File: src/shared/cwb_pkg.sv
// package of constants and carrier types for the configuration word bank
// assumes a single 50 MHz clock domain and a plain strobe register port
//
// Contract
// timeout low half from low word bits 15-0
// timeout high half from high word bits
// deadman off bit one disables the timer
// disable word bits 23-1 read as ones
// spi two route bit picks remap or fixed
// level codes 000-110 map levels 1-7, 111 unassigned
// four level fields at bits 2,6,10,14 upward; the bank takes them at bits 0,4,8,12 upward
// lower valid boot number picks active partition
// programmer writes inverse boot number bits 23-12
// boot number valid only when inverse matches
package cwb_pkg;
  // ------------------------------------------------------------
  // word indices and address map
  // ------------------------------------------------------------
  localparam int unsigned CWB_WORD_W = 24;
  localparam int unsigned CWB_ADDR_W = 4;
  localparam logic [3:0] CWB_ADDR_CNT_LO = 4'h0;
  localparam logic [3:0] CWB_ADDR_CNT_HI = 4'h1;
  localparam logic [3:0] CWB_ADDR_DIS = 4'h2;
  localparam logic [3:0] CWB_ADDR_OPT = 4'h3;
  localparam logic [3:0] CWB_ADDR_SETS = 4'h4;
  localparam logic [3:0] CWB_ADDR_SEQ_A = 4'h5;
  localparam logic [3:0] CWB_ADDR_SEQ_B = 4'h6;
  localparam logic [3:0] CWB_ADDR_STATUS = 4'h7;
  localparam int unsigned CWB_NUM_WORDS = 7;
  // ------------------------------------------------------------
  // field positions and erased values
  // ------------------------------------------------------------
  localparam logic [23:0] CWB_ERASED = 24'hffffff;
  localparam int unsigned CWB_HALF_LSB = 0;
  localparam int unsigned CWB_HALF_W = 16;
  localparam int unsigned CWB_DIS_BIT = 0;
  localparam int unsigned CWB_SPI_BIT = 13;
  localparam logic [23:0] CWB_DIS_ONES = 24'hfffffe;
  localparam logic [23:0] CWB_OPT_MASK = 24'h002000;
  localparam logic [23:0] CWB_SETS_MASK = 24'h007777;
  localparam int unsigned CWB_LVL_W = 3;
  localparam int unsigned CWB_LVL_STRIDE = 4;
  localparam int unsigned CWB_NUM_SETS = 4;
  localparam logic [2:0] CWB_LVL_NONE = 3'h7;
  localparam int unsigned CWB_SEQ_W = 12;
  localparam int unsigned CWB_SEQ_LSB = 0;
  localparam int unsigned CWB_INV_LSB = 12;
  localparam int unsigned CWB_ST_PART_BIT = 0;
  localparam int unsigned CWB_ST_VA_BIT = 1;
  localparam int unsigned CWB_ST_VB_BIT = 2;
  localparam int unsigned CWB_ST_DIS_BIT = 3;

  // ------------------------------------------------------------
  // carrier types
  // ------------------------------------------------------------
  typedef struct packed {
    logic [CWB_ADDR_W-1:0] addr;
    logic [CWB_WORD_W-1:0] wdata;
    logic wr;
    logic rd;
  } cwb_req_t;

  typedef struct packed {
    logic [31:0] instr_count_timeout;
    logic deadman_off;
    logic spi_two_pin_route;
    logic [3:0] set_assigned;
    logic [3:0][2:0] interrupt_priority_level;
    logic active_partition;
    logic partition_valid;
  } cwb_cfg_t;
endpackage

File: src/hdl/cwb_bank.sv
// program-once configuration word bank with decoded outputs
// assumes a strobe register port on clk_in, read data one cycle later
module cwb_bank (
  input wire logic clk_in,
  input wire logic nrst_in,
  input wire logic dual_mode_in,
  input wire cwb_pkg::cwb_req_t req_in,
  output logic [23:0] rdata_out,
  output logic [7:0] written_out,
  output cwb_pkg::cwb_cfg_t cfg_out
);
  // ------------------------------------------------------------
  // storage: erased words, each bit may only go from one to zero
  // ------------------------------------------------------------
  logic [cwb_pkg::CWB_NUM_WORDS-1:0][23:0] word_reg;
  logic [cwb_pkg::CWB_NUM_WORDS-1:0] done_reg;
  logic [23:0] rdata_reg;
  cwb_pkg::cwb_cfg_t cfg_reg;
  cwb_pkg::cwb_cfg_t cfg_next;

  function automatic logic [23:0] cwb_mask(input logic [3:0] idx);
    case (idx)
      cwb_pkg::CWB_ADDR_DIS: cwb_mask = ~cwb_pkg::CWB_DIS_ONES;
      cwb_pkg::CWB_ADDR_OPT: cwb_mask = cwb_pkg::CWB_OPT_MASK;
      cwb_pkg::CWB_ADDR_SETS: cwb_mask = cwb_pkg::CWB_SETS_MASK;
      cwb_pkg::CWB_ADDR_CNT_LO, cwb_pkg::CWB_ADDR_CNT_HI: cwb_mask = 24'h00ffff;
      default: cwb_mask = 24'hffffff;
    endcase
  endfunction

  wire [cwb_pkg::CWB_NUM_WORDS-1:0] prog_hit;
  wire [cwb_pkg::CWB_NUM_WORDS-1:0][23:0] prog_val;

  genvar gi;
  generate
    for (gi = 0; gi < cwb_pkg::CWB_NUM_WORDS; gi++) begin : g_word
      // one programming pass per word, bits only clear
      assign prog_hit[gi] = req_in.wr && (req_in.addr == 4'(gi)) && !done_reg[gi];
      assign prog_val[gi] = word_reg[gi] & (req_in.wdata | ~cwb_mask(4'(gi)));
    end
  endgenerate

  // one process owns the whole bank, so each word has a single driver
  always_ff @(posedge clk_in or negedge nrst_in) begin
    if (!nrst_in) begin
      word_reg <= {cwb_pkg::CWB_NUM_WORDS{cwb_pkg::CWB_ERASED}};
      done_reg <= '0;
    end else begin
      for (int i = 0; i < cwb_pkg::CWB_NUM_WORDS; i++) begin
        if (prog_hit[i]) begin
          word_reg[i] <= prog_val[i];
          done_reg[i] <= 1'b1;
        end
      end
    end
  end

  // ------------------------------------------------------------
  // field decode
  // ------------------------------------------------------------
  wire [23:0] w_lo = word_reg[cwb_pkg::CWB_ADDR_CNT_LO];
  wire [23:0] w_hi = word_reg[cwb_pkg::CWB_ADDR_CNT_HI];
  wire [23:0] w_dis = word_reg[cwb_pkg::CWB_ADDR_DIS] | cwb_pkg::CWB_DIS_ONES;
  wire [23:0] w_opt = word_reg[cwb_pkg::CWB_ADDR_OPT];
  wire [23:0] w_sets = word_reg[cwb_pkg::CWB_ADDR_SETS] | ~cwb_pkg::CWB_SETS_MASK;
  wire [23:0] w_sa = word_reg[cwb_pkg::CWB_ADDR_SEQ_A];
  wire [23:0] w_sb = word_reg[cwb_pkg::CWB_ADDR_SEQ_B];
  wire [11:0] seq_a = w_sa[cwb_pkg::CWB_SEQ_LSB +: cwb_pkg::CWB_SEQ_W];
  wire [11:0] seq_b = w_sb[cwb_pkg::CWB_SEQ_LSB +: cwb_pkg::CWB_SEQ_W];
  // inverse field written by the programmer
  wire [11:0] inv_a = w_sa[cwb_pkg::CWB_INV_LSB +: cwb_pkg::CWB_SEQ_W];
  wire [11:0] inv_b = w_sb[cwb_pkg::CWB_INV_LSB +: cwb_pkg::CWB_SEQ_W];
  wire ok_a = (inv_a == ~seq_a);
  wire ok_b = (inv_b == ~seq_b);
  wire pick_b = ok_b && (!ok_a || (seq_b < seq_a));
  wire [3:0] set_assigned;
  wire [3:0][2:0] set_level;

  generate
    for (gi = 0; gi < cwb_pkg::CWB_NUM_SETS; gi++) begin : g_set
      cwb_level_map u_map (
        .field_in(w_sets[gi*cwb_pkg::CWB_LVL_STRIDE +: cwb_pkg::CWB_LVL_W]),
        .assigned_out(set_assigned[gi]),
        .level_out(set_level[gi])
      );
    end
  endgenerate

  always_comb begin
    cfg_next = '0;
    cfg_next.instr_count_timeout = {w_hi[cwb_pkg::CWB_HALF_LSB +: cwb_pkg::CWB_HALF_W],
                                    w_lo[cwb_pkg::CWB_HALF_LSB +: cwb_pkg::CWB_HALF_W]};
    cfg_next.deadman_off = w_dis[cwb_pkg::CWB_DIS_BIT];
    cfg_next.spi_two_pin_route = w_opt[cwb_pkg::CWB_SPI_BIT];
    cfg_next.set_assigned = set_assigned;
    cfg_next.interrupt_priority_level = set_level;
    cfg_next.active_partition = dual_mode_in ? pick_b : 1'b0;
    cfg_next.partition_valid = dual_mode_in ? (ok_a || ok_b) : 1'b1;
  end

  // ------------------------------------------------------------
  // read port
  // ------------------------------------------------------------
  logic [23:0] status_word;
  always_comb begin
    status_word = '0;
    status_word[cwb_pkg::CWB_ST_PART_BIT] = cfg_reg.active_partition;
    status_word[cwb_pkg::CWB_ST_VA_BIT] = ok_a;
    status_word[cwb_pkg::CWB_ST_VB_BIT] = ok_b;
    status_word[cwb_pkg::CWB_ST_DIS_BIT] = cfg_reg.deadman_off;
  end
  logic [23:0] rd_sel;
  always_comb begin
    case (req_in.addr)
      cwb_pkg::CWB_ADDR_CNT_LO: rd_sel = w_lo | ~cwb_mask(cwb_pkg::CWB_ADDR_CNT_LO);
      cwb_pkg::CWB_ADDR_CNT_HI: rd_sel = w_hi | ~cwb_mask(cwb_pkg::CWB_ADDR_CNT_HI);
      cwb_pkg::CWB_ADDR_DIS: rd_sel = w_dis;
      cwb_pkg::CWB_ADDR_OPT: rd_sel = w_opt | ~cwb_pkg::CWB_OPT_MASK;
      cwb_pkg::CWB_ADDR_SETS: rd_sel = w_sets;
      cwb_pkg::CWB_ADDR_SEQ_A: rd_sel = w_sa;
      cwb_pkg::CWB_ADDR_SEQ_B: rd_sel = w_sb;
      cwb_pkg::CWB_ADDR_STATUS: rd_sel = status_word;
      default: rd_sel = 24'h000000;
    endcase
  end

  always_ff @(posedge clk_in or negedge nrst_in) begin
    if (!nrst_in) begin
      rdata_reg <= 24'h000000;
      cfg_reg <= '0;
    end else begin
      rdata_reg <= req_in.rd ? rd_sel : 24'h000000;
      cfg_reg <= cfg_next;
    end
  end

  assign rdata_out = rdata_reg;
  assign written_out = {1'b0, done_reg};
  assign cfg_out = cfg_reg;
endmodule

File: src/hdl/cwb_level_map.sv
// decodes one 3-bit register set field into a priority level
// assumes the field is a stable configuration value
module cwb_level_map (
  input wire logic [2:0] field_in,
  output logic assigned_out,
  output logic [2:0] level_out
);
  // ------------------------------------------------------------
  // 000..110 map to levels 1..7, 111 unassigned
  // ------------------------------------------------------------
  assign assigned_out = (field_in != cwb_pkg::CWB_LVL_NONE);
  assign level_out = assigned_out ? 3'(field_in + 3'h1) : 3'h0;
endmodule

File: config.mk
export PLATFORM = sky130hd
export DESIGN_NAME = cwb_bank
export DESIGN_NICKNAME = d
export VERILOG_FILES = /design/src/shared/cwb_pkg.sv /design/src/hdl/cwb_bank.sv /design/src/hdl/cwb_level_map.sv
export SDC_FILE = /design/constraint.sdc
export NUM_CORES = 1
export LEC_CHECK = 0
export BUFFER_PORTS_ARGS = -buffer_cell sky130_fd_sc_hd__buf_4
export CORE_MARGIN = 2
export CORE_UTILIZATION = 40
export DETAILED_ROUTE_END_ITERATION = 12
export PLACE_DENSITY = 0.66
export SLEW_MARGIN = 20
export SYNTH_ARGS = -nofsm -noshare
export SYNTH_HDL_FRONTEND = slang
export SYNTH_SLANG_ARGS = --single-unit
File: constraint.sdc
create_clock -name clk_in -period 1.7 [get_ports clk_in]
set_clock_uncertainty 0.15 [all_clocks]
set_input_delay 0.34 -clock clk_in [delete_from_list [all_inputs] [get_ports clk_in]]
set_output_delay 0.34 -clock clk_in [all_outputs]
set_load 0.01 [all_outputs]
---- Word level (Yosys, flattened, before mapping) ----
Cells that the tools add are included.
word-level totals
  flip-flop bits (word level) ............. 251
  input bits .............................. 33
  output and inout bits ................... 84
  word-level logic and storage cells ...... 86
operators by class
  add/subtract/negate cells ............... 4
  order comparisons ....................... 1
  equal/unequal tests ..................... 13
  multiplexer cells ....................... 8
  bitwise gates (word level) .............. 9
  reduce and logical (&&, ||, !) cells .... 26
operator list
  kind                   number
  $pmux W24 S8           1
  $and A24 B24 Y24       7
  $eq A12 B12 Y1         2
  $mux W24               1
  $not A12 Y12           2
  $eq A4 B3 Y1 const B   4
  $logic_and A1 B1 Y1    15
  $add A3 B1 Y3 const B  4
  $lt A12 B12 Y1         1
  $mux W3                4
  $ne A3 B3 Y1 const B   4
  $eq A4 B2 Y1 const B   2
  $logic_not A1 Y1       8
  $eq A4 B1 Y1 const B   1
  $logic_not A4 Y1       1
  $logic_or A1 B1 Y1     2
  $mux W1                2

---- Depth between registers and ports, before layout ----
Gate-level depths: netlist (run 1).
  word-level depth ........................ 6
  gate-level depth with buffers ........... 7
  gate-level depth less buffers ........... 7

---- Modules after synthesis ----
A second synthesis (run 1) with hierarchy kept.
second synthesis, totals
  cells, all modules ...................... 550
  area, all modules ....................... 6980.4 um2
by module, submodules not included
  module         instances  cells each  area an instance (um2)  sequential area each (um2)
  cwb_bank       1          530         6825.3                  4546.9
  cwb_level_map  4          5           38.8                    0.0

---- Worst setup path before layout (run 1) ----
No wires, ideal clock.
  kind .................................... register to register
  from .................................... reg word_reg (netlist bit w_sa[7])
  to ...................................... reg cfg_reg (netlist bit cfg_out[1])
  setup time .............................. 65 ps
  arrival ................................. 1669 ps
  data required time ...................... 1485 ps
  path slack .............................. -184 ps
  cell stages (with the launch flop) ...... 8
  path buffers ............................ 0
  clock period less this slack ............ 1884 ps
  cell sequence ........................... dfstp_2 -> inv_1 -> ha_1 -> and3_1 -> a221oi_1 -> o31ai_1 -> a21oi_1 -> o211a_1
RTL lines
  item                               RTL line         source
  from (decl)                        cwb_bank.sv:15   logic [cwb_pkg::CWB_NUM_WORDS-1:0][23:0] word_reg;
  from (signal assigned)             cwb_bank.sv:46   word_reg <= {cwb_pkg::CWB_NUM_WORDS{cwb_pkg::CWB_ERASED}};
  from (signal, indexed assignment)  cwb_bank.sv:51   word_reg[i] <= prog_val[i];
  to (signal assigned)               cwb_bank.sv:133  cfg_reg <= cfg_next;
  to (decl)                          cwb_bank.sv:18   cwb_pkg::cwb_cfg_t cfg_reg;

==> impl_results.html, run 1 <==
<table>
<tr><th>Metric</th><th>Value</th></tr>
<tr><th colspan="2">Synth</th></tr>
<tr><td>Post-synth cell types</td><td>53</td></tr>
<tr><td>Post-synthesis cell count</td><td>a little over 500</td></tr>
<tr><td>Cell area after synthesis</td><td>between 0.006 and 0.007 mm²</td></tr>
<tr><td>Synthesized area divided by synthesized cell count</td><td>approximately 13 µm²</td></tr>
<tr><td>Synthesized net count</td><td>approximately 570</td></tr>
<tr><td>Most frequently used flop master after synthesis</td><td>sky130_fd_sc_hd__dfstp_2</td></tr>
<tr><td>Number of synthesized flops with an enable pin</td><td>0</td></tr>
<tr><td>Total of flip-flops plus latches after synthesis</td><td>between 150 and 200</td></tr>
<tr><td>FFs w/ async S/R, synth</td><td>100%</td></tr>
<tr><td>Share of synthesized area occupied by flip-flops and latches</td><td>~66%</td></tr>
<tr><td>Total number of yosys warnings</td><td>0</td></tr>
<tr><th colspan="2">Routing</th></tr>
<tr><td>DRC marker count from the first detailed-route iteration</td><td>282</td></tr>
<tr><td>Number of nets with antenna violations after routing</td><td>0</td></tr>
<tr><td>DRC Markers</td><td>0</td></tr>
<tr><td>Final routed wirelength across all metal layers</td><td>approximately 18 mm</td></tr>
<tr><td>Total iterations of the first detailed-routing run</td><td>6</td></tr>
<tr><td>Total via count in the routed design</td><td>4986</td></tr>
<tr><td>Routed wirelength normalized by instance count</td><td>18.7 µm</td></tr>
<tr><td>Via-per-instance ratio</td><td>just over 5</td></tr>
<tr><th colspan="2">Die</th></tr>
<tr><td>Count of standard-cell rows</td><td>48</td></tr>
<tr><td>Die area</td><td>around 0.018 mm²</td></tr>
<tr><td>Placeable core region</td><td>0.0171 mm²</td></tr>
<tr><td>Starting density of the core</td><td>40.5%</td></tr>
<tr><td>Die X</td><td>between 100 and 150 µm</td></tr>
<tr><td>Die Y</td><td>between 100 and 150 µm</td></tr>
<tr><td>Number of ports placed on the die boundary</td><td>around 120</td></tr>
<tr><th colspan="2">Flow run</th></tr>
<tr><td>Max_cap viols</td><td>0</td></tr>
<tr><th colspan="2">Cells and area</th></tr>
<tr><td>Post-route cell area</td><td>between 0.009 and 0.01 mm²</td></tr>
<tr><td>Signed area change from the synthesized netlist to the final layout</td><td>38.4%</td></tr>
<tr><td>Max reg flops</td><td>between 50 and 60</td></tr>
<tr><td>Core utilization of the finished layout</td><td>between 50% and 60%</td></tr>
<tr><td>Leading cell type in the layout, fill and taps excluded</td><td>sky130_fd_sc_hd__buf_4</td></tr>
<tr><td>Leading cell types in the layout, fill and taps excluded</td><td>182 x sky130_fd_sc_hd__buf_4, 94 x sky130_fd_sc_hd__dfstp_2, 83 x sky130_fd_sc_hd__dfrtp_1</td></tr>
<tr><td>Layout cell share with drive strength beyond 1</td><td>around 47%</td></tr>
<tr><td>Antenna diode instance count</td><td>0</td></tr>
<tr><td>Count of nets after finishing</td><td>774</td></tr>
<tr><th colspan="2">Placed design</th></tr>
<tr><td>Buffers on Ports</td><td>about 120</td></tr>
<tr><td>Hpwl dp</td><td>between 10 and 15 mm</td></tr>
<tr><td>Placed Instance Area</td><td>0.00869 mm²</td></tr>
<tr><td>Gpl congestion</td><td>between 0.9 and 1</td></tr>
<tr><th colspan="2">Setup path</th></tr>
<tr><td>Critical-path top delay cell</td><td>sky130_fd_sc_hd__dfstp_2</td></tr>
<tr><td>Sequence of cells on the critical path</td><td>inv_2 -&gt; ha_4 -&gt; and3_4 -&gt; nand2_1 -&gt; o31ai_1 -&gt; a21oi_1 -&gt; o211a_1</td></tr>
<tr><td>Top delay family on crit path</td><td>compound AO/OA/AOI/OAI gates</td></tr>
<tr><td>Startpoint kind of the worst setup timing path</td><td>flip-flop</td></tr>
<tr><td>Crit path largest cell delay</td><td>0.54 ns</td></tr>
<tr><td>Required time at the worst-slack endpoint</td><td>~1.9 ns</td></tr>
<tr><td>Crit path capture type</td><td>flip-flop</td></tr>
<tr><td>Data arrival at the endpoint of the critical path</td><td>2.06 ns</td></tr>
<tr><td>WS Path Type</td><td>flip-flop to flip-flop</td></tr>
<tr><td>Count of buffering cells on the critical path with inverters included</td><td>1</td></tr>
<tr><td>Largest fanout of any net on the critical path</td><td>2</td></tr>
<tr><th colspan="2">Global route</th></tr>
<tr><td>Vias in the first global route</td><td>just over 5000</td></tr>
<tr><td>Overflow left after global routing</td><td>0</td></tr>
<tr><td>Pin count of the biggest net entering global routing</td><td>50</td></tr>
<tr><td>Initial antenna violation count</td><td>0</td></tr>
<tr><td>Global-route wire length before repair</td><td>approximately 29 mm</td></tr>
<tr><td>Total Routing Usage GR</td><td>around 21%</td></tr>
<tr><th colspan="2">CTS</th></tr>
<tr><td>Level count of the clock H-tree</td><td>4</td></tr>
<tr><td>Source-to-sink clock delay at the later pin of the worst-skew pair</td><td>between 0.4 and 0.5 ns</td></tr>
<tr><td>Number of buffers on the longest clock path</td><td>2</td></tr>
<tr><td>Total CTS buffers</td><td>17</td></tr>
<tr><td>CTS Sinks</td><td>between 150 and 200</td></tr>
<tr><td>Root buf cell</td><td>sky130_fd_sc_hd__clkbuf_16</td></tr>
<tr><td>TritonCTS clock tree</td><td>built</td></tr>
<tr><td>Clock slew seen by the registers of the worst setup and hold paths</td><td>approximately 0.07 ns</td></tr>
<tr><th colspan="2">Power</th></tr>
<tr><td>Leakage</td><td>4.40 nW</td></tr>
<tr><td>Cell area power density</td><td>around 990 mW/mm²</td></tr>
<tr><td>Worst vdd ir</td><td>approximately 0.63 mV</td></tr>
<tr><th colspan="2">STA</th></tr>
<tr><td>Setup TNS after final layout</td><td>-0.206 ns</td></tr>
<tr><td>Headroom to the max-slew limit</td><td>between 40% and 50%</td></tr>
<tr><td>Minimum hold slack</td><td>approximately 0.013 ns</td></tr>
<tr><td>Setup-failing EPs final</td><td>2</td></tr>
<tr><td>Post-route minimum period</td><td>between 1.5 and 2 ns</td></tr>
<tr><td>Least-Margin Pin Slew</td><td>around 0.77 ns</td></tr>
<tr><td>Final cycle utilization of the critical path</td><td>110%</td></tr>
<tr><td>Slew Viols, Final</td><td>0</td></tr>
<tr><td>Peak Freq</td><td>533 MHz</td></tr>
<tr><td>Worst Setup Slack, final</td><td>-0.177 ns</td></tr>
<tr><td>Final Hold Fails</td><td>0</td></tr>
<tr><td>Unrepaired setup endpoints after global routing</td><td>true</td></tr>
<tr><th colspan="2">Hold path</th></tr>
<tr><td>Kind of path behind the tightest hold check</td><td>primary input to flip-flop</td></tr>
<tr><th colspan="2">Status</th></tr>
<tr><td>Status</td><td>finished with violations</td></tr>
<tr><td>Violations in the final reports</td><td>negative setup slack</td></tr>
</table>
synthesized netlist by cell type (2+ instances only):
cell | instances | area (µm²)
sky130_fd_sc_hd__a41oi_1 | 2 | 17.5
sky130_fd_sc_hd__a31oi_1 | 9 | 56.3
sky130_fd_sc_hd__nand3_1 | 3 | 15.0
sky130_fd_sc_hd__nor2b_1 | 2 | 12.5
sky130_fd_sc_hd__a221oi_1 | 2 | 17.5
sky130_fd_sc_hd__nor2_1 | 33 | 124
sky130_fd_sc_hd__nand2_1 | 9 | 33.8
sky130_fd_sc_hd__nand4_1 | 4 | 25.0
sky130_fd_sc_hd__dfstp_2 | 94 | 2470
sky130_fd_sc_hd__buf_6 | 3 | 33.8
sky130_fd_sc_hd__dfrtp_1 | 83 | 2080
sky130_fd_sc_hd__o221ai_1 | 3 | 26.3
sky130_fd_sc_hd__nand3b_1 | 3 | 22.5
sky130_fd_sc_hd__nor3_1 | 2 | 10.0
sky130_fd_sc_hd__o21ai_0 | 4 | 20.0
sky130_fd_sc_hd__nor4_1 | 3 | 18.8
sky130_fd_sc_hd__inv_1 | 15 | 56.3
sky130_fd_sc_hd__clkbuf_1 | 6 | 22.5
sky130_fd_sc_hd__a21o_1 | 6 | 45.0
sky130_fd_sc_hd__buf_4 | 5 | 37.5
sky130_fd_sc_hd__buf_2 | 10 | 50.1
sky130_fd_sc_hd__nand2b_1 | 4 | 25.0
sky130_fd_sc_hd__nand3b_4 | 2 | 40.0
sky130_fd_sc_hd__ha_1 | 19 | 238
sky130_fd_sc_hd__a21oi_1 | 28 | 140
sky130_fd_sc_hd__o21a_1 | 82 | 616
sky130_fd_sc_hd__nor3b_1 | 2 | 15.0
sky130_fd_sc_hd__a22oi_1 | 30 | 225
sky130_fd_sc_hd__xnor2_1 | 12 | 105
sky130_fd_sc_hd__xor2_1 | 12 | 105
final timing paths:
check	from	endpoint	slack (ns)	cells past startpoint
worst max-delay path	w_sa[6]	cfg_out[1]	-0.18	7
min in group asynchronous	nrst_in	rdata_out[12]	0.22	2
worst max register to register	w_sa[6]	cfg_out[1]	-0.18	7
max in group asynchronous	nrst_in	w_lo[3]	0.54	3
worst min register to register	w_lo[7]	cfg_out[27]	0.26	0
worst min-delay path	req_in[14]	w_sets[12]	0.01	2
through the flow:
stage	setup slack, ns	instances	power [mW]
finish	-0.177	960	9.54
global route	-0.274	960	9.90
CTS	-0.185	958	9.57
detailed placement	-0.248	909	5.43
global placement	-0.234	909	5.41
floorplan	-0.101	515	4.87
worst register-to-register path: cells and delay by family (launching register included):
family / cells / cell delay, ns
AOI/OAI and AO/OA: 3 / 0.55
DFF: 1 / 0.54
adders and majority gates: 1 / 0.27
and+or+nand+nor: 2 / 0.23
buffers and inverters: 1 / 0.05
final cells by class:
cell class / instances / area (µm²)
Fill cell: 1428 / 7530
Sequential cell: 177 / 4550
Multi-Input combinational cell: 299 / 2300
Timing Repair Buffer: 212 / 1780
Clock buffer: 21 / 470
Tap cell: 225 / 282
Clock inverter: 11 / 153
Inverter: 15 / 56.3
routing by layer:
layer	part of all wire [%]	GRT usage, %
met5	0	0
met4	2.1	8.39
met2	50	34.1
met1	43	27.3
met3	5.1	3.97
logic make-up (layout without fill, tap and decap cells):
logic type      count (synthesis)  count (layout)  synth area share [%]
compound gates                176             176                  18.1
xor+xnor                       24              24                  3.03
fa+ha+maj                      19              19                  3.43
buf+inv                        39             259                  2.89
flops                         177             177                  65.6
mux                             1               1                 0.145
other cells                     1               1                0.0541
simple gates                   78              78                  6.74
power by group:
| part | total [mW] | internal (mW) | switching, mW | leakage [nW] |
|---|---|---|---|---|
| clock | 4.07 | 2.44 | 1.63 | 0.303 |
| combinational | 1.01 | 0.506 | 0.499 | 2.04 |
| sequential | 4.46 | 4.38 | 0.0855 | 2.06 |
| total | 9.54 | 7.32 | 2.21 | 4.40 |
timing repair:
action	CTS	global route
setup buffers	2	3
hold endpoints to repair	71	0
hold buffers	15	0
setup endpoints to repair	4	4
resized for setup	11	5
gates cloned	0	0
pin swaps	6	6
Note: power is estimated with default switching activity, not from simulation.
==> run 2: changes to the inputs <==
--- a/config.mk
+++ b/config.mk
@@ -6,6 +6,7 @@
 export NUM_CORES = 1
 export LEC_CHECK = 0
 export BUFFER_PORTS_ARGS = -buffer_cell sky130_fd_sc_hd__buf_4
+export CAP_MARGIN = 0
 export CORE_MARGIN = 2
 export CORE_UTILIZATION = 40
 export DETAILED_ROUTE_END_ITERATION = 12
@@ -14,3 +15,4 @@
 export SYNTH_ARGS = -nofsm -noshare
 export SYNTH_HDL_FRONTEND = slang
 export SYNTH_SLANG_ARGS = --single-unit
+export TNS_END_PERCENT = 30
==> run 2 against run 1 <==
The run still ends with negative setup slack left. Sequential share of layout area increased by 0.17 points. Worst setup slack got worse by 0.029 ns. Hold slack improved by 0.0035 ns. Largest power group unchanged. Routed wire length decreased by 0.11%. Critical endpoint unchanged. Largest cell class unchanged.
==> impl_results.html, run 2 (same netlist as run 1, synthesis figures left out) <==
<table>
<tr><th>Metric</th><th>Value</th></tr>
<tr><th colspan="2">Setup path</th></tr>
<tr><td>Data arrival at the endpoint of the critical path</td><td>2.14 ns (+0.08 ns)</td></tr>
<tr><td>Crit path capture type</td><td>flip-flop</td></tr>
<tr><td>Startpoint kind of the worst setup timing path</td><td>flip-flop</td></tr>
<tr><td>Sequence of cells on the critical path</td><td>inv_2 -&gt; ha_4 -&gt; and3_4 -&gt; a221oi_2 -&gt; o31ai_1 -&gt; a21oi_1 -&gt; o211a_1</td></tr>
<tr><td>Largest fanout of any net on the critical path</td><td>2 (unchanged)</td></tr>
<tr><td>Critical-path top delay cell</td><td>sky130_fd_sc_hd__dfstp_2</td></tr>
<tr><td>Required time at the worst-slack endpoint</td><td>1.93 ns (+0.05 ns)</td></tr>
<tr><td>Crit path largest cell delay</td><td>0.54 ns (about the same)</td></tr>
<tr><td>WS Path Type</td><td>flip-flop to flip-flop</td></tr>
<tr><td>Count of buffering cells on the critical path with inverters included</td><td>1 (unchanged)</td></tr>
<tr><td>Top delay family on crit path</td><td>compound AO/OA/AOI/OAI gates</td></tr>
<tr><th colspan="2">Cells and area</th></tr>
<tr><td>Post-route cell area</td><td>0.00955 mm² (-0.37%)</td></tr>
<tr><td>Leading cell types in the layout, fill and taps excluded</td><td>184 x sky130_fd_sc_hd__buf_4, 94 x sky130_fd_sc_hd__dfstp_2, 83 x sky130_fd_sc_hd__dfrtp_1</td></tr>
<tr><td>Max reg flops</td><td>52 (unchanged)</td></tr>
<tr><td>Layout cell share with drive strength beyond 1</td><td>47.3% (-0.21 points)</td></tr>
<tr><td>Leading cell type in the layout, fill and taps excluded</td><td>sky130_fd_sc_hd__buf_4</td></tr>
<tr><td>Antenna diode instance count</td><td>0 (unchanged)</td></tr>
<tr><td>Count of nets after finishing</td><td>773 (-0.13%)</td></tr>
<tr><td>Signed area change from the synthesized netlist to the final layout</td><td>37.9%</td></tr>
<tr><th colspan="2">CTS</th></tr>
<tr><td>Root buf cell</td><td>sky130_fd_sc_hd__clkbuf_16</td></tr>
<tr><td>Level count of the clock H-tree</td><td>4 (unchanged)</td></tr>
<tr><td>Number of buffers on the longest clock path</td><td>2 (unchanged)</td></tr>
<tr><td>TritonCTS clock tree</td><td>built</td></tr>
<tr><td>Source-to-sink clock delay at the later pin of the worst-skew pair</td><td>0.44 ns (about the same)</td></tr>
<tr><td>CTS Sinks</td><td>177 (unchanged)</td></tr>
<tr><td>Clock slew seen by the registers of the worst setup and hold paths</td><td>0.07 ns (about the same)</td></tr>
<tr><td>Total CTS buffers</td><td>17 (unchanged)</td></tr>
<tr><th colspan="2">Routing</th></tr>
<tr><td>Final routed wirelength across all metal layers</td><td>17.9 mm (-0.11%)</td></tr>
<tr><td>DRC marker count from the first detailed-route iteration</td><td>286 (+1.4%)</td></tr>
<tr><td>Total via count in the routed design</td><td>4980 (-0.12%)</td></tr>
<tr><td>Routed wirelength normalized by instance count</td><td>18.7 µm (about the same)</td></tr>
<tr><td>Via-per-instance ratio</td><td>5.19 (about the same)</td></tr>
<tr><td>Total iterations of the first detailed-routing run</td><td>5 (-1)</td></tr>
<tr><td>Number of nets with antenna violations after routing</td><td>0 (unchanged)</td></tr>
<tr><td>DRC Markers</td><td>0 (unchanged)</td></tr>
<tr><th colspan="2">Global route</th></tr>
<tr><td>Initial antenna violation count</td><td>0 (unchanged)</td></tr>
<tr><td>Overflow left after global routing</td><td>0 (unchanged)</td></tr>
<tr><td>Pin count of the biggest net entering global routing</td><td>50 (unchanged)</td></tr>
<tr><td>Global-route wire length before repair</td><td>28.5 mm (-0.19%)</td></tr>
<tr><td>Vias in the first global route</td><td>5168 (-0.25%)</td></tr>
<tr><td>Total Routing Usage GR</td><td>20.7% (-0.048 points)</td></tr>
<tr><th colspan="2">Power</th></tr>
<tr><td>Leakage</td><td>4.38 nW (-0.55%)</td></tr>
<tr><td>Cell area power density</td><td>995 mW/mm² (about the same)</td></tr>
<tr><td>Worst vdd ir</td><td>0.615 mV (-2.6%)</td></tr>
<tr><th colspan="2">STA</th></tr>
<tr><td>Post-route minimum period</td><td>1.91 ns (+0.0287 ns)</td></tr>
<tr><td>Least-Margin Pin Slew</td><td>0.828 ns (+0.0571 ns)</td></tr>
<tr><td>Slew Viols, Final</td><td>0 (unchanged)</td></tr>
<tr><td>Headroom to the max-slew limit</td><td>44.6% (-3.8 points)</td></tr>
<tr><td>Setup-failing EPs final</td><td>3 (+1)</td></tr>
<tr><td>Final Hold Fails</td><td>0 (unchanged)</td></tr>
<tr><td>Final cycle utilization of the critical path</td><td>112% (+1.7 points)</td></tr>
<tr><td>Peak Freq</td><td>525 MHz (-1.5%)</td></tr>
<tr><td>Worst Setup Slack, final</td><td>-0.206 ns (-0.0287 ns)</td></tr>
<tr><td>Unrepaired setup endpoints after global routing</td><td>true</td></tr>
<tr><td>Setup TNS after final layout</td><td>-0.292 ns (-0.0857 ns)</td></tr>
<tr><th colspan="2">Die</th></tr>
<tr><td>Count of standard-cell rows</td><td>48 (unchanged)</td></tr>
<tr><td>Starting density of the core</td><td>40.5% (unchanged)</td></tr>
<tr><td>Die area</td><td>0.0184 mm² (unchanged)</td></tr>
<tr><td>Placeable core region</td><td>0.0171 mm² (unchanged)</td></tr>
<tr><td>Die Y</td><td>136 µm (unchanged)</td></tr>
<tr><td>Die X</td><td>136 µm (unchanged)</td></tr>
<tr><td>Number of ports placed on the die boundary</td><td>117 (unchanged)</td></tr>
<tr><th colspan="2">Placed design</th></tr>
<tr><td>Gpl congestion</td><td>0.904 (unchanged)</td></tr>
<tr><td>Buffers on Ports</td><td>115 (unchanged)</td></tr>
<tr><td>Hpwl dp</td><td>12.9 mm (unchanged)</td></tr>
<tr><td>Placed Instance Area</td><td>0.00869 mm² (unchanged)</td></tr>
<tr><th colspan="2">Flow run</th></tr>
<tr><td>Max_cap viols</td><td>0 (unchanged)</td></tr>
<tr><th colspan="2">Status</th></tr>
<tr><td>Status</td><td>finished with violations</td></tr>
<tr><td>Violations in the final reports</td><td>negative setup slack</td></tr>
<tr><th colspan="2">Hold path</th></tr>
<tr><td>Kind of path behind the tightest hold check</td><td>primary input to flip-flop</td></tr>
</table>
-- run 2: what timing repair did --
item,in CTS,in global routing
setup endpoints to repair,4,3
buffers inserted,0,3
hold buffers,15,0
resized for setup,7,2
pin swaps,4,5
hold endpoints to repair,71,0
-- run 2: layer usage --
layer,track usage [%],vias to the layer above,part of all wire (%)
li1,-,2253,-
met1,27.3,2552,43
met2,34.0,150,50
met3,3.93,25,4.7
met4,8.10,0,2.0
met5,0,-,0
-- run 2: metrics by stage --
stage	power, mW	setup slack (ns)	util [%]	hold slack [ns]	std cells
floorplan	4.87	-0.101	-	-0.106	515
global placement	5.41	-0.234	50.8	0.108	909
detailed placement	5.43	-0.248	50.8	0.115	909
CTS	9.56	-0.190	55.6	0.00149	956
global route	9.88	-0.276	55.8	0.0196	959
finish	9.51	-0.206	55.8	0.0165	959
-- run 2: power breakdown --
part | switching (mW) | total, mW | internal (mW)
clock network | 1.61 | 4.05 | 2.44
registers | 0.0848 | 4.46 | 4.38
logic | 0.498 | 0.990 | 0.492
total | 2.20 | 9.51 | 7.31
-- run 2: path summary, 6_finish.rpt --
kind                            start             to  slack (ns)  cells after the start
max                           w_sa[7]     cfg_out[1]       -0.21                      7
min                        req_in[14]     w_sets[12]        0.02                      2
max reg2reg                   w_sa[7]     cfg_out[1]       -0.21                      7
min reg2reg                   w_lo[7]    cfg_out[27]        0.26                      0
max in group asynchronous     nrst_in        w_lo[3]        0.54                      3
min in group asynchronous     nrst_in  rdata_out[12]        0.22                      2
-- run 2: worst reg2reg max path: cells and delay by family (launching register included) --
| family | cells | cell delay (ns) |
|---|---|---|
| fa+ha+maj | 1 | 0.21 |
| simple gates | 1 | 0.18 |
| compound gates | 4 | 0.72 |
| flops | 1 | 0.54 |
| buf+inv | 1 | 0.05 |
-- run 2: final cells by class --
type / count / area (µm²)
Tap cell: 225 / 282
Clock buffer: 21 / 470
Clock inverter: 11 / 153
Multi-Input combinational cell: 299 / 2280
Sequential cell: 177 / 4550
Inverter: 15 / 56.3
Timing Repair Buffer: 211 / 1760
Fill cell: 1432 / 7560
==> run 3: changes to the inputs <==
--- a/config.mk
+++ b/config.mk
@@ -7,10 +7,12 @@
 export LEC_CHECK = 0
 export BUFFER_PORTS_ARGS = -buffer_cell sky130_fd_sc_hd__buf_4
 export CAP_MARGIN = 0
+export CELL_PAD_IN_SITES_DETAIL_PLACEMENT = 1
+export CELL_PAD_IN_SITES_GLOBAL_PLACEMENT = 2
 export CORE_MARGIN = 2
-export CORE_UTILIZATION = 40
+export CORE_UTILIZATION = 34
 export DETAILED_ROUTE_END_ITERATION = 12
-export PLACE_DENSITY = 0.66
+export PLACE_DENSITY = 0.78
 export SLEW_MARGIN = 20
 export SYNTH_ARGS = -nofsm -noshare
 export SYNTH_HDL_FRONTEND = slang
==> run 3 against run 2 <==
The run still ends with negative setup slack left. Critical endpoint unchanged. Cell count up 5.6%. Largest power group unchanged. Clock power down 7.2%. Sequential power about the same. Via count up 2.0%. Critical path depth down 1. Utilization down 8.2 points. Hold slack worse by 0.0015 ns. Cell area up 0.29%. Die area up 17%.
==> impl_results.html, run 3 (same netlist as run 1, synthesis figures left out) <==
<table>
<tr><th>Metric</th><th>Value</th></tr>
<tr><th colspan="2">Hold path</th></tr>
<tr><td>Kind of path behind the tightest hold check</td><td>primary input to flip-flop</td></tr>
<tr><td>Launch point of the worst hold path</td><td>req_in[6]</td></tr>
<tr><th colspan="2">CTS</th></tr>
<tr><td>Total CTS buffers</td><td>17 (unchanged)</td></tr>
<tr><td>TritonCTS clock tree</td><td>built</td></tr>
<tr><td>Clock slew seen by the registers of the worst setup and hold paths</td><td>0.06 ns (about the same)</td></tr>
<tr><td>Level count of the clock H-tree</td><td>4 (unchanged)</td></tr>
<tr><td>CTS Sinks</td><td>177 (unchanged)</td></tr>
<tr><td>Number of buffers on the longest clock path</td><td>2 (unchanged)</td></tr>
<tr><td>Root buf cell</td><td>sky130_fd_sc_hd__clkbuf_16</td></tr>
<tr><td>Source-to-sink clock delay at the later pin of the worst-skew pair</td><td>0.43 ns (about the same)</td></tr>
<tr><th colspan="2">Power</th></tr>
<tr><td>Proportion of power drawn by the clock network</td><td>40.6% (-2.1 points)</td></tr>
<tr><td>Combinational share of power</td><td>11.2% (+0.8 points)</td></tr>
<tr><td>Worst vdd ir</td><td>0.645 mV (+4.9%)</td></tr>
<tr><td>Final Power</td><td>9.27 mW (-2.5%)</td></tr>
<tr><td>P_sw</td><td>2.28 mW (+3.9%)</td></tr>
<tr><td>Leakage</td><td>4.38 nW (about the same)</td></tr>
<tr><td>Int Power</td><td>6.98 mW (-4.5%)</td></tr>
<tr><td>Cell area power density</td><td>967 mW/mm² (-2.8%)</td></tr>
<tr><td>Switching share of power</td><td>24.6% (+1.5 points)</td></tr>
<tr><td>Sequential group share of total power</td><td>48.2% (+1.3 points)</td></tr>
<tr><th colspan="2">Routing</th></tr>
<tr><td>DRC Markers</td><td>0 (unchanged)</td></tr>
<tr><td>Routed wirelength normalized by instance count</td><td>20.6 µm (+10%)</td></tr>
<tr><td>Via-per-instance ratio</td><td>5.01 (-3.5%)</td></tr>
<tr><td>Final routed wirelength across all metal layers</td><td>20.9 mm (+17%)</td></tr>
<tr><td>DRC marker count from the first detailed-route iteration</td><td>215 (-25%)</td></tr>
<tr><td>Total iterations of the first detailed-routing run</td><td>6 (+1)</td></tr>
<tr><td>Number of nets with antenna violations after routing</td><td>0 (unchanged)</td></tr>
<tr><td>Total via count in the routed design</td><td>5078 (+2.0%)</td></tr>
<tr><th colspan="2">STA</th></tr>
<tr><td>Slew Viols, Final</td><td>0 (unchanged)</td></tr>
<tr><td>Minimum hold slack</td><td>0.0150 ns (-0.00149 ns)</td></tr>
<tr><td>Post-route minimum period</td><td>1.90 ns (-0.00199 ns)</td></tr>
<tr><td>Final Hold Fails</td><td>0 (unchanged)</td></tr>
<tr><td>Least-Margin Pin Slew</td><td>0.762 ns (-0.0664 ns)</td></tr>
<tr><td>Setup-failing EPs final</td><td>3 (unchanged)</td></tr>
<tr><td>Worst Setup Slack, final</td><td>-0.204 ns (+0.00199 ns)</td></tr>
<tr><td>Unrepaired setup endpoints after global routing</td><td>true</td></tr>
<tr><td>Peak Freq</td><td>525 MHz (+0.10%)</td></tr>
<tr><td>Headroom to the max-slew limit</td><td>49.0% (+4.4 points)</td></tr>
<tr><td>Final cycle utilization of the critical path</td><td>112% (-0.12 points)</td></tr>
<tr><th colspan="2">Global route</th></tr>
<tr><td>Initial antenna violation count</td><td>0 (unchanged)</td></tr>
<tr><td>Overflow left after global routing</td><td>0 (unchanged)</td></tr>
<tr><td>Total Routing Usage GR</td><td>20.3% (-0.42 points)</td></tr>
<tr><td>Global-route wire length before repair</td><td>32.9 mm (+16%)</td></tr>
<tr><td>Vias in the first global route</td><td>5758 (+11%)</td></tr>
<tr><td>Pin count of the biggest net entering global routing</td><td>58 (+16%)</td></tr>
<tr><th colspan="2">Placed design</th></tr>
<tr><td>Hpwl dp</td><td>14.9 mm (+16%)</td></tr>
<tr><td>Placed Instance Area</td><td>0.00881 mm² (+1.3%)</td></tr>
<tr><td>Gpl congestion</td><td>0.822 (-9.1%)</td></tr>
<tr><td>Buffers on Ports</td><td>115 (unchanged)</td></tr>
<tr><th colspan="2">Setup path</th></tr>
<tr><td>Data arrival at the endpoint of the critical path</td><td>2.12 ns (-0.02 ns)</td></tr>
<tr><td>Largest fanout of any net on the critical path</td><td>3 (+1)</td></tr>
<tr><td>Crit path capture type</td><td>flip-flop</td></tr>
<tr><td>End of the worst register-to-register path</td><td>cfg_out[1]</td></tr>
<tr><td>R2r setup slk</td><td>-0.20 ns (about the same)</td></tr>
<tr><td>Reg2reg start</td><td>w_sb[5]</td></tr>
<tr><td>Required time at the worst-slack endpoint</td><td>1.92 ns (about the same)</td></tr>
<tr><td>Startpoint kind of the worst setup timing path</td><td>flip-flop</td></tr>
<tr><td>Worst reg-to-reg path cell count</td><td>6 (-1)</td></tr>
<tr><td>Critical path startpoint</td><td>w_sb[5]</td></tr>
<tr><td>CP endpoint</td><td>cfg_out[1]</td></tr>
<tr><td>WS Path Type</td><td>flip-flop to flip-flop</td></tr>
<tr><th colspan="2">Cells and area</th></tr>
<tr><td>Core utilization of the finished layout</td><td>47.7% (-8.2 points)</td></tr>
<tr><td>Leading cell types in the layout, fill and taps excluded</td><td>201 x sky130_fd_sc_hd__buf_4, 94 x sky130_fd_sc_hd__dfstp_2, 83 x sky130_fd_sc_hd__dfrtp_1</td></tr>
<tr><td>Post-route cell area</td><td>0.00958 mm² (+0.29%)</td></tr>
<tr><td>Layout cell share with drive strength beyond 1</td><td>48.6% (+1.3 points)</td></tr>
<tr><td>Signed area change from the synthesized netlist to the final layout</td><td>38.3%</td></tr>
<tr><td>Count of nets after finishing</td><td>782 (+1.2%)</td></tr>
<tr><td>Antenna diode instance count</td><td>0 (unchanged)</td></tr>
<tr><td>Max reg flops</td><td>52 (unchanged)</td></tr>
<tr><td>Leading cell type in the layout, fill and taps excluded</td><td>sky130_fd_sc_hd__buf_4</td></tr>
<tr><th colspan="2">Die</th></tr>
<tr><td>Starting density of the core</td><td>34.5% (-6.0 points)</td></tr>
<tr><td>Die area</td><td>0.0215 mm² (+17%)</td></tr>
<tr><td>Number of ports placed on the die boundary</td><td>117 (unchanged)</td></tr>
<tr><td>Die Y</td><td>147 µm (+8.2%)</td></tr>
<tr><td>Placeable core region</td><td>0.0201 mm² (+17%)</td></tr>
<tr><td>Die X</td><td>147 µm (+8.2%)</td></tr>
<tr><td>Count of standard-cell rows</td><td>52 (+8.3%)</td></tr>
<tr><th colspan="2">Status</th></tr>
<tr><td>Violations in the final reports</td><td>negative setup slack</td></tr>
<tr><td>Status</td><td>finished with violations</td></tr>
<tr><th colspan="2">Flow run</th></tr>
<tr><td>Max_cap viols</td><td>0 (unchanged)</td></tr>
</table>
run 3: stage by stage:
stage | TNS (ns) | cells | setup slack [ns]
3_5_place_dp | -7.09 | 967 | -0.218
6_report | -0.303 | 1013 | -0.204
5_1_grt | -0.625 | 1013 | -0.299
3_3_place_gp | -4.27 | 967 | -0.165
2_1_floorplan | -0.101 | 515 | -0.101
4_1_cts | -0.276 | 1012 | -0.186
run 3: cell type report:
type                       count  area [µm²]
clock inverter                12         109
multi-input combinational    299        2290
tap                          270         338
inverter                      15        56.3
timing repair buffer         220        1780
clock buffer                  20         457
sequential                   177        4550
fill                        2108       10500
run 3: critical path: stages, from the launching register on:
cell and delay (ns):
sky130_fd_sc_hd__dfstp_2 0.59, sky130_fd_sc_hd__ha_4 0.21, sky130_fd_sc_hd__and3_4 0.19, sky130_fd_sc_hd__a221oi_4 0.27, sky130_fd_sc_hd__o31ai_2 0.11, sky130_fd_sc_hd__a21oi_1 0.17
sky130_fd_sc_hd__o211a_1 0.17
run 3: worst min path at each step:
stage | to | slack, ns | depth (start not counted)
after floorplan | cfg_out[0] | -0.11 | 0
after global placement | cfg_out[17] | 0.10 | 1
after detailed placement | cfg_out[17] | 0.11 | 1
after CTS | w_hi[10] | 0.002 | 2
after global routing | w_hi[4] | 0.01 | 2
final | w_hi[4] | 0.02 | 2
run 3: what timing repair did:
item | CTS | global route
resized for setup | 5 | 5
pin swaps | 6 | 5
hold buffers | 10 | 0
hold endpoints to repair | 47 | 0
setup endpoints to repair | 4 | 4
setup buffers | 3 | 1
run 3: metal layers:
layer / global-route usage, % / up-vias / wire length, µm
met5: 0 / - / 0
met2: 34.3 / 128 / 10500
met4: 7.14 / 0 / 407
met1: 26.2 / 2655 / 9150
met3: 3.98 / 26 / 883
li1: - / 2269 / -
run 3: power by group through the flow:
stage	logic, mW	clock network (mW)	registers [mW]
after CTS	1.02	3.84	4.47
after detailed placement	0.963	0	4.53
after global placement	0.931	0	4.53
after global routing	1.13	3.99	4.48
after floorplan	0.328	0	4.54
final	1.04	3.76	4.46
